--- src/hdl/psar_regs.vh ---
// Purpose: register map, field positions, reset values and timing for the
//          phy status and advertisement register bank
// Assumes: 250 MHz core clock
// Notes:   definitions only
`ifndef PSAR_REGS_VH
`define PSAR_REGS_VH

// ==========================================================
// register indices on the plain register port
`define PSAR_ADDR_W        4
`define PSAR_OFF_STAT_ONE  4'h0
`define PSAR_OFF_STAT_TWO  4'h1
`define PSAR_OFF_STAT_THR  4'h2
`define PSAR_OFF_ADVERT    4'h3
`define PSAR_OFF_IRQ_STAT  4'h4
`define PSAR_OFF_IRQ_MASK  4'h5
`define PSAR_OFF_CTRL      4'h6

// ==========================================================
// status one fields
`define PSAR_S1_CAP_MSB    14
`define PSAR_S1_CAP_LSB    11
`define PSAR_S1_NEG_DONE   5
`define PSAR_S1_RFAULT     4
`define PSAR_S1_NEG_CAP    3
`define PSAR_S1_LINK       2
`define PSAR_S1_EXTENDED_REGS_PRESENT    0
`define PSAR_S1_FIXED      16'h7809

// status two and three fields
`define PSAR_S2_RXREV      4
`define PSAR_S2_FIXED      16'h000b
`define PSAR_S3_SPD_MSB    4
`define PSAR_S3_SPD_LSB    2
`define PSAR_S3_FIXED      16'h0040

// resolved speed and duplex codes
`define PSAR_SPD_FAST_FULL 3'h6
`define PSAR_SPD_SLOW_FULL 3'h5
`define PSAR_SPD_FAST_HALF 3'h2
`define PSAR_SPD_SLOW_HALF 3'h1

// ==========================================================
// advertisement fields
`define PSAR_ADV_RESET     16'h01e1
`define PSAR_ADV_WMASK     16'h2dff
`define PSAR_ADV_FAST_FULL 8
`define PSAR_ADV_FAST_HALF 7
`define PSAR_ADV_SLOW_FULL 6
`define PSAR_ADV_SLOW_HALF 5

// control fields
`define PSAR_CTRL_NEG_EN   0
`define PSAR_CTRL_RESTART  1
`define PSAR_CTRL_MAN_FAST 2
`define PSAR_CTRL_MAN_FULL 3
`define PSAR_CTRL_RESET    4'h1
`define PSAR_CTRL_W        4

// interrupt events
`define PSAR_IRQ_W         3
`define PSAR_IRQ_LINK      0
`define PSAR_IRQ_RFAULT    1
`define PSAR_IRQ_NEG_DONE  2

// ==========================================================
// link pulse timing
`define PSAR_CLK_NS        4
`define PSAR_FLP_PULSE_NS  100
`define PSAR_FLP_SLOT_NS   31250
`define PSAR_FLP_GAP_NS    16000000
`define PSAR_FLP_SLOTS     34

`endif

--- src/hdl/psar_top.v ---
// Purpose: phy status and advertisement register bank with a small
//          negotiation sequencer, latching status and interrupt
// Assumes: line-side status inputs are asynchronous to CLOCK_I
// Notes:   read data stand in the cycle after the read strobe only
//
// The placing of the registers and the plain strobed port were decided locally.
`timescale 1ns/1ns
`default_nettype none
`include "psar_regs.vh"

//
// Contract
// status one bits 14..11 always read one
// negotiation done reads one only when finished
// remote fault latches high until status read
// negotiation capable bit always reads one
// link bit latches low until status read
// extended registers bit always reads one
// slow mode swaps reversed receive pair, reports
// resolved speed duplex code in status three
// advertised next page reads zero, read-only
// local fault advert writable, resets zero
// pause advert field writable, resets zero
// four ability advert bits reset to one
// host keeps selector field at 00001
// advertisement sent in link pulse bursts
// done flag set, code shows mode
// read returns latches, clear after sampling
module psar_top #(
    parameter FLP_SLOT_CYC = `PSAR_FLP_SLOT_NS / `PSAR_CLK_NS,
    parameter FLP_GAP_CYC  = `PSAR_FLP_GAP_NS / `PSAR_CLK_NS
) (
    input  wire                    CLOCK_I,          // core clock
    input  wire                    RESET_I,          // synchronous reset
    input  wire [`PSAR_ADDR_W-1:0] ADDR_I,           // register index
    input  wire [15:0]             WDATA_I,          // write data
    input  wire                    WR_I,             // write strobe
    input  wire                    RD_I,             // read strobe
    output reg  [15:0]             RDATA_O,          // read data
    input  wire                    LINK_UP_I,        // line link good
    input  wire                    REMOTE_FAULT_I,   // partner fault seen
    input  wire [3:0]              PARTNER_ABIL_I,   // partner abilities
    input  wire                    PARTNER_VALID_I,  // partner word received
    input  wire                    RX_POL_REV_I,     // receive pair reversed
    output reg                     FLP_TX_O,         // link pulse out
    output reg                     RX_SWAP_O,        // swap receive pair
    output reg                     SPEED_FAST_O,     // 100 mbps selected
    output reg                     FULL_DUPLEX_O,    // full duplex selected
    output reg                     IRQ_O             // interrupt, level
);

localparam PULSE_CYC = (`PSAR_FLP_PULSE_NS + `PSAR_CLK_NS - 1) / `PSAR_CLK_NS;
localparam NSYNC     = 8;

// ==========================================================
// pin synchronisers: three flops, accept once second and third agree
wire [NSYNC-1:0] raw_pins = {RX_POL_REV_I, PARTNER_VALID_I, PARTNER_ABIL_I,
                             REMOTE_FAULT_I, LINK_UP_I};
reg  [NSYNC-1:0] sync_a;
reg  [NSYNC-1:0] sync_b;
reg  [NSYNC-1:0] sync_c;
reg  [NSYNC-1:0] pins;

genvar gi;
generate
    for (gi = 0; gi < NSYNC; gi = gi + 1)
    begin : g_sync
        always @(posedge CLOCK_I)
        begin
            if (RESET_I)
            begin
                sync_a[gi] <= 1'b0;
                sync_b[gi] <= 1'b0;
                sync_c[gi] <= 1'b0;
                pins[gi]   <= 1'b0;
            end
            else
            begin
                sync_a[gi] <= raw_pins[gi];
                sync_b[gi] <= sync_a[gi];
                sync_c[gi] <= sync_b[gi];
                if (sync_b[gi] == sync_c[gi])
                    pins[gi] <= sync_c[gi];
            end
        end
    end
endgenerate

wire       link_now    = pins[0];
wire       fault_now   = pins[1];
wire [3:0] partner     = pins[5:2];
wire       partner_ok  = pins[6];
wire       pol_rev_now = pins[7];

// ==========================================================
// register port decode
wire rd_s1    = RD_I && (ADDR_I == `PSAR_OFF_STAT_ONE);
wire wr_adv   = WR_I && (ADDR_I == `PSAR_OFF_ADVERT);
wire wr_istat = WR_I && (ADDR_I == `PSAR_OFF_IRQ_STAT);
wire wr_imask = WR_I && (ADDR_I == `PSAR_OFF_IRQ_MASK);
wire wr_ctrl  = WR_I && (ADDR_I == `PSAR_OFF_CTRL);

reg [15:0]              advert;
reg [`PSAR_CTRL_W-1:0]  ctrl;
reg                     restart;
reg [`PSAR_IRQ_W-1:0]   irq_stat;
reg [`PSAR_IRQ_W-1:0]   irq_mask;

// ==========================================================
// advertisement and control registers
always @(posedge CLOCK_I)
begin
    if (RESET_I)
    begin
        advert  <= `PSAR_ADV_RESET;
        ctrl    <= `PSAR_CTRL_RESET;
        restart <= 1'b0;
    end
    else
    begin
        // read-only bits, next page among them, never take a write
        if (wr_adv)
            advert <= WDATA_I & `PSAR_ADV_WMASK;
        restart <= wr_ctrl && WDATA_I[`PSAR_CTRL_RESTART];
        if (wr_ctrl)
        begin
            ctrl <= WDATA_I[`PSAR_CTRL_W-1:0];
            ctrl[`PSAR_CTRL_RESTART] <= 1'b0;
        end
    end
end

// ==========================================================
// negotiation sequencer
localparam ST_OFF  = 3'b001;
localparam ST_NEG  = 3'b010;
localparam ST_DONE = 3'b100;

reg  [2:0] state;
reg  [2:0] next_state;
reg  [2:0] spd_code;
reg  [2:0] next_spd_code;
wire       neg_en = ctrl[`PSAR_CTRL_NEG_EN];
wire       flp_pulse;

// priority: fast full, fast half, slow full, slow half
wire [3:0] common = partner & {advert[`PSAR_ADV_FAST_FULL], advert[`PSAR_ADV_FAST_HALF],
                               advert[`PSAR_ADV_SLOW_FULL], advert[`PSAR_ADV_SLOW_HALF]};

always @*
begin
    next_state = state;
    case (state)
        ST_OFF:
            if (neg_en)
                next_state = ST_NEG;
        ST_NEG:
            if (!neg_en)
                next_state = ST_OFF;
            else if (partner_ok && link_now)
                next_state = ST_DONE;
        ST_DONE:
            if (!neg_en)
                next_state = ST_OFF;
            else if (restart || !link_now)
                next_state = ST_NEG;
        default:
            next_state = ST_OFF;
    endcase
    if (restart && neg_en)
        next_state = ST_NEG;
end

always @*
begin
    next_spd_code = spd_code;
    if (next_state == ST_OFF)
    begin
        if (ctrl[`PSAR_CTRL_MAN_FAST])
            next_spd_code = ctrl[`PSAR_CTRL_MAN_FULL] ? `PSAR_SPD_FAST_FULL
                                                      : `PSAR_SPD_FAST_HALF;
        else
            next_spd_code = ctrl[`PSAR_CTRL_MAN_FULL] ? `PSAR_SPD_SLOW_FULL
                                                      : `PSAR_SPD_SLOW_HALF;
    end
    else if (state == ST_NEG && next_state == ST_DONE)
    begin
        // no common ability falls back to the lowest mode
        if (common[3])
            next_spd_code = `PSAR_SPD_FAST_FULL;
        else if (common[2])
            next_spd_code = `PSAR_SPD_FAST_HALF;
        else if (common[1])
            next_spd_code = `PSAR_SPD_SLOW_FULL;
        else
            next_spd_code = `PSAR_SPD_SLOW_HALF;
    end
end

always @(posedge CLOCK_I)
begin
    if (RESET_I)
    begin
        state    <= ST_OFF;
        spd_code <= `PSAR_SPD_SLOW_HALF;
    end
    else
    begin
        state    <= next_state;
        spd_code <= next_spd_code;
    end
end

wire neg_done = (state == ST_DONE);
wire slow     = !spd_code[1];

psar_flp_tx #(
    .SLOT_CYC  (FLP_SLOT_CYC),
    .GAP_CYC   (FLP_GAP_CYC),
    .PULSE_CYC (PULSE_CYC)
) u_flp (
    .clk_i    (CLOCK_I),
    .rst_i    (RESET_I),
    .enable_i (state == ST_NEG),
    .word_i   (advert),
    .pulse_o  (flp_pulse),
    .burst_o  ()
);

// ==========================================================
// latching status bits
reg link_latched;
reg fault_latched;
reg link_prev;
reg neg_done_prev;

always @(posedge CLOCK_I)
begin
    if (RESET_I)
    begin
        link_latched  <= 1'b0;
        fault_latched <= 1'b0;
        link_prev     <= 1'b0;
        neg_done_prev <= 1'b0;
    end
    else
    begin
        link_prev     <= link_now;
        neg_done_prev <= neg_done;
        // a fault in the read cycle survives the clear
        if (fault_now)
            fault_latched <= 1'b1;
        else if (rd_s1)
            fault_latched <= 1'b0;
        // re-arm to the present link after the read, drop wins
        if (!link_now)
            link_latched <= 1'b0;
        else if (rd_s1)
            link_latched <= 1'b1;
    end
end

// ==========================================================
// interrupt status, mask and output
wire [`PSAR_IRQ_W-1:0] irq_event;
assign irq_event[`PSAR_IRQ_LINK]     = link_now != link_prev;
assign irq_event[`PSAR_IRQ_RFAULT]   = fault_now && !fault_latched;
assign irq_event[`PSAR_IRQ_NEG_DONE] = neg_done && !neg_done_prev;

always @(posedge CLOCK_I)
begin
    if (RESET_I)
    begin
        irq_stat <= {`PSAR_IRQ_W{1'b0}};
        irq_mask <= {`PSAR_IRQ_W{1'b0}};
        IRQ_O    <= 1'b0;
    end
    else
    begin
        // set wins over a write-one clear in the same cycle
        irq_stat <= (irq_stat & ~(wr_istat ? WDATA_I[`PSAR_IRQ_W-1:0]
                                            : {`PSAR_IRQ_W{1'b0}})) | irq_event;
        if (wr_imask)
            irq_mask <= WDATA_I[`PSAR_IRQ_W-1:0];
        IRQ_O <= |(irq_stat & irq_mask);
    end
end

// ==========================================================
// read data assembly
reg [15:0] stat_one;
reg [15:0] stat_two;
reg [15:0] stat_three;

always @*
begin
    stat_one = `PSAR_S1_FIXED;
    stat_one[`PSAR_S1_NEG_DONE] = neg_done;
    stat_one[`PSAR_S1_RFAULT]   = fault_latched;
    stat_one[`PSAR_S1_LINK]     = link_latched;
    stat_two = `PSAR_S2_FIXED;
    stat_two[`PSAR_S2_RXREV] = RX_SWAP_O;
    stat_three = `PSAR_S3_FIXED;
    stat_three[`PSAR_S3_SPD_MSB:`PSAR_S3_SPD_LSB] = spd_code;
end

always @(posedge CLOCK_I)
begin
    if (RESET_I)
        RDATA_O <= 16'h0000;
    else if (RD_I)
    begin
        case (ADDR_I)
            `PSAR_OFF_STAT_ONE: RDATA_O <= stat_one;
            `PSAR_OFF_STAT_TWO: RDATA_O <= stat_two;
            `PSAR_OFF_STAT_THR: RDATA_O <= stat_three;
            `PSAR_OFF_ADVERT:   RDATA_O <= advert;
            `PSAR_OFF_IRQ_STAT: RDATA_O <= {13'h0000, irq_stat};
            `PSAR_OFF_IRQ_MASK: RDATA_O <= {13'h0000, irq_mask};
            `PSAR_OFF_CTRL:     RDATA_O <= {12'h000, ctrl};
            default:            RDATA_O <= 16'h0000;
        endcase
    end
    else
        RDATA_O <= 16'h0000;
end

// ==========================================================
// line-side outputs
always @(posedge CLOCK_I)
begin
    if (RESET_I)
    begin
        FLP_TX_O      <= 1'b0;
        RX_SWAP_O     <= 1'b0;
        SPEED_FAST_O  <= 1'b0;
        FULL_DUPLEX_O <= 1'b0;
    end
    else
    begin
        FLP_TX_O      <= flp_pulse;
        // polarity is only corrected at 10 mbps; 100 mbps is not polarised
        RX_SWAP_O     <= slow && pol_rev_now;
        SPEED_FAST_O  <= spd_code[1];
        FULL_DUPLEX_O <= spd_code[2];
    end
end

endmodule
`default_nettype wire

--- src/hdl/psar_flp_tx.v ---
// Purpose: sends the advertisement word as fast link pulse bursts
// Assumes: word is stable while a burst is running
// Notes:   17 clock pulses interleaved with 16 data positions, lsb first
`timescale 1ns/1ns
`default_nettype none
`include "psar_regs.vh"

module psar_flp_tx #(
    parameter SLOT_CYC  = 7812,
    parameter GAP_CYC   = 4000000,
    parameter PULSE_CYC = 25
) (
    input  wire        clk_i,     // core clock
    input  wire        rst_i,     // synchronous reset
    input  wire        enable_i,  // negotiation running
    input  wire [15:0] word_i,    // advertisement word
    output reg         pulse_o,   // link pulse out
    output reg         burst_o    // one cycle at end of burst
);

// ==========================================================
// slot sequencing
reg        in_burst;
reg [5:0]  slot;
reg [31:0] cnt;
wire       odd_slot  = slot[0];
wire [3:0] bit_index = slot[4:1];
// the last slot is a quiet tail; without the guard it would resend bit 0
wire       want      = odd_slot ? (word_i[bit_index] && (slot < `PSAR_FLP_SLOTS - 1)) : 1'b1;

always @(posedge clk_i)
begin
    burst_o <= 1'b0;
    if (rst_i || !enable_i)
    begin
        in_burst <= 1'b0;
        slot     <= 6'h00;
        cnt      <= 32'h0;
        pulse_o  <= 1'b0;
    end
    else if (!in_burst)
    begin
        pulse_o <= 1'b0;
        if (cnt >= GAP_CYC - 1)
        begin
            cnt      <= 32'h0;
            in_burst <= 1'b1;
        end
        else
            cnt <= cnt + 32'h1;
    end
    else
    begin
        // pulse only in the head of each slot, gap keeps bursts spaced
        pulse_o <= want && (cnt < PULSE_CYC);
        if (cnt >= SLOT_CYC - 1)
        begin
            cnt <= 32'h0;
            if (slot == `PSAR_FLP_SLOTS - 1)
            begin
                slot     <= 6'h00;
                in_burst <= 1'b0;
                burst_o  <= 1'b1;
            end
            else
                slot <= slot + 6'h01;
        end
        else
            cnt <= cnt + 32'h1;
    end
end

endmodule
`default_nettype wire

--- config.mk ---
export PLATFORM = sky130hd
export DESIGN_NAME = psar_top
export DESIGN_NICKNAME = d
export VERILOG_FILES = /design/src/hdl/psar_top.v /design/src/hdl/psar_flp_tx.v
export VERILOG_INCLUDE_DIRS = /design/src /design/src/hdl
export SDC_FILE = /design/constraint.sdc
export NUM_CORES = 1
export LEC_CHECK = 0
export BUFFER_PORTS_ARGS = -buffer_cell sky130_fd_sc_hd__buf_2
export CAP_MARGIN = 40
export CORE_MARGIN = 2
export CORE_UTILIZATION = 63
export DETAILED_ROUTE_END_ITERATION = 8
export PLACE_DENSITY_LB_ADDON = 0.2
export SLEW_MARGIN = 0
export SYNTH_ARGS = -nofsm -noshare
export SYNTH_HDL_FRONTEND = slang
export SYNTH_SLANG_ARGS = --single-unit
--- constraint.sdc ---
create_clock -name CLOCK_I -period 3.5 [get_ports CLOCK_I]
set_input_delay 0 -clock CLOCK_I [delete_from_list [all_inputs] [get_ports CLOCK_I]]
set_output_delay 0 -clock CLOCK_I [all_outputs]
set_load 0.02 [all_outputs]
==> metrics.txt <==
antenna violations before repair=0; Worst path depth=6; worst skew pair latency=between 0.5 and 0.6 ns; Core ar.=0.00769 mm^2; nets=~650; H-tree levels=4; leak pwr=2.23 nW; GRT overflow=0; status=complete, no violations; cell accounting for the most synthesized area=dfxtp_1; mean post-synth cell area=9.25 um^2; NetSw=around 0.00084 W; dpl hpwl=around 6700 um; Max Fclk=0.454 GHz; WL/cell=15.2 um; initial core utilization=between 60% and 70%; Net Sw Frac=25.7%; post-synthesis mux area share=between 3 and 4%; Routed Antenna Nets=0; VDD IR max=about 0.47 mV; Die H=a little over 90 um; routability congestion estimate=0.855; worst setup path class=register to register; internal power=~0.0024 W; distinct cell type count after synthesis=a little over 60; Period minus WS final=around 2.2 ns; worst hold start=WR_I; Rows=32; all-layer global routing usage=26.8%; # port buffers=between 40 and 50; EDFF count, synth=0; final WL=around 11000 um; Yosys top cell area share=a little under half; yosys warns=0; Synth Register Bits=118; max-cap violations=0; Worst Reg-to-Reg Cells=6; number of I/O pins=53; Req. time, crit path=3.91 ns; initial DRC count=around 320; post-synthesis compound-gate area fraction=10.9%; Clock Path Buffers=2; Max FO, Critical Path=6; Worst EP arrival=roughly 2.6 ns; CP endpoint kind=register; Final Cycle Share=between 60% and 70%; fin. max-slew vios=0; DRT Pass-1 Iters=5; TritonCTS Buffers=17; WHS Path Cells=6; pre-CTS setup slack=between 1 and 1.5 ns; Clock transition at path regs=0.06 ns; Reg power frac=a little over two fifths; vias in the first global route=approximately 4000; CP Cell Sequence=ha_1 > nor4_1 > a211oi_1 > nor2_1 > a211oi_2 > o21ba_2; Area contributors post-synth=dfxtp_1 48%, nand2_1 4.2%, nor3_2 3.8%, a21oi_1 3.7%, nor2b_1 3.7%; Slew headroom=between 30 and 40%; CTS resizes=0; Tightest Pin Transition=~0.9 ns; Synth Flop Type=dfxtp_1; unrepaired setup endpoints after global routing=no; # diodes=0; CP Buf/Inv Count=0; Synth Cell Area=0.00496 mm^2; fillers=521; Cells after Synth=536; share of the yosys chip area belonging to registers=47.7%; CP top delay family=compound AO/OA/AOI/OAI gates; Clock Tree Root=clkbuf_8; top cells by count, synth=118 x dfxtp_1, 55 x nand2_1, 41 x nor2_1; simple-gate share of the synthesized area=between 20 and 30%; first-pass GRT wire length=approximately 18000 um; largest family of logic cells by synthesized area=simple AND/OR/NAND/NOR gates; CP startpoint=u_flp.cnt[0]; DR vias/cell=5.66; DR vias=a little over 4000; Final TNS setup=0 ns; Hold Vio Cnt, Final=0; TritonCTS clock tree=done; Die X=between 90 and 100 um; r2r startpoint=u_flp.cnt[0]; Synth Area in XOR/XNOR=3.71%; drt drc=0; PnR worst setup slack=about 1.3 ns; slowest cell delay on critical path=between 0.4 and 0.5 ns; ys async rst share=0%; final setup vio count=0; Synth-to-Final Area Change=21.6%; CP startpoint kind=register; pwr dens=between 500 and 600 mW/mm^2; cell at the slowest stage of the critical path=a211oi_2; layout cell share with drive strength beyond 1=between 10% and 20%; count leader, synth=dfxtp_1; pin count of the biggest net entering global routing=65; Post-Route Skew=0.00866 ns; adder-cell share of the synthesized area=~1.3%; Combinational Power Share=a little under 8%; clock network fraction of design power=approximately half; Min-Delay Path Class=primary input to register; die area=between 0.008 and 0.009 mm^2; TritonCTS Sinks=roughly 120
[what timing repair did]
item / 4_1_cts / 5_1_grt
endpoints found under the hold margin: 41 / 0
setup buffers: 0 / 0
hold buffers: 26 / 0
[through the flow]
stage	hold slack, ns	power [W]	area (um^2)	cells	utilization, %
4_1_cts	0.0616	0.00329	6030	723	78.4
3_5_place_dp	0.216	0.00167	5210	665	67.8
5_1_grt	0.103	0.00338	6030	723	78.4
2_1_floorplan	0.0767	0.00163	5000	547	-
6_report	0.0769	0.00328	6030	723	78.4
3_3_place_gp	0.211	0.00167	5210	665	67.8
[worst min-delay path, stage by stage]
cell      delay (ns)
buf_2           0.11
nand3b_1        0.14
nor3_1          0.10
nand2_1         0.07
a21oi_1         0.05
nor2_1          0.07
[layout make-up]
cell class / instances / area [um^2] / area share (%)
Clock buffer: 17 / 414 / 6.87
Clock inverter: 15 / 141 / 2.35
Inverter: 13 / 48.8 / 0.810
Multi-Input combinational cell: 385 / 2430 / 40.3
Sequential cell: 118 / 2360 / 39.2
Tap cell: 102 / 128 / 2.12
Timing Repair Buffer: 73 / 500 / 8.31
[sequential cells by signal (all words and copies together), names as in the netlist, 6 cells and up]
signal and flops:
sync_c 7, sync_b 7, advert 12, u_flp.cnt 32
RDATA_O 13, sync_a 7, u_flp.slot 6
[logic make-up after synthesis]
family                     Yosys count
buffers and inverters               44
other                                1
muxes                               15
xor gates and xnor gates            21
AOI/OAI and AO/OA                   87
and+or+nand+nor                    245
DFF                                118
adders and majority gates            5
[power by group through the flow]
stage                     logic [W]  registers (W)  clock network, W
after floorplan            0.000203        0.00143                 0
after global placement     0.000220        0.00145                 0
after detailed placement   0.000226        0.00145                 0
after CTS                  0.000256        0.00142           0.00161
after global routing       0.000282        0.00143           0.00167
final                      0.000257        0.00142           0.00160
[metal layers]
metal	vias up	wire (um)	GRT usage [%]
li1	1989	-	-
met1	1940	4840	34.4
met2	143	5320	44.3
met3	20	670	7.32
met4	0	151	7.84
met5	-	0	0
[cell usage in the layout, fill, tap and decap left out, types with 17 or more instances in the layout]
master	netlist	layout
a21oi_1	37	37
buf_2	4	45
dfxtp_1	118	118
dlygate4sd3_1	0	26
nand2_1	55	55
nand3_1	20	20
nor2_1	41	41
nor2b_1	29	29
nor3_2	19	19
o21ai_0	19	19
xnor2_1	17	17
[final timing paths]
| path | to | slack, ns |
|---|---|---|
| worst max-delay path | u_flp.slot[3] | 1.30 |
| worst min-delay path | irq_stat[0] | 0.08 |
| worst max register to register | u_flp.slot[3] | 1.30 |
| worst min register to register | sync_b[5] | 0.44 |
Power figures use the tool's default switching activity.
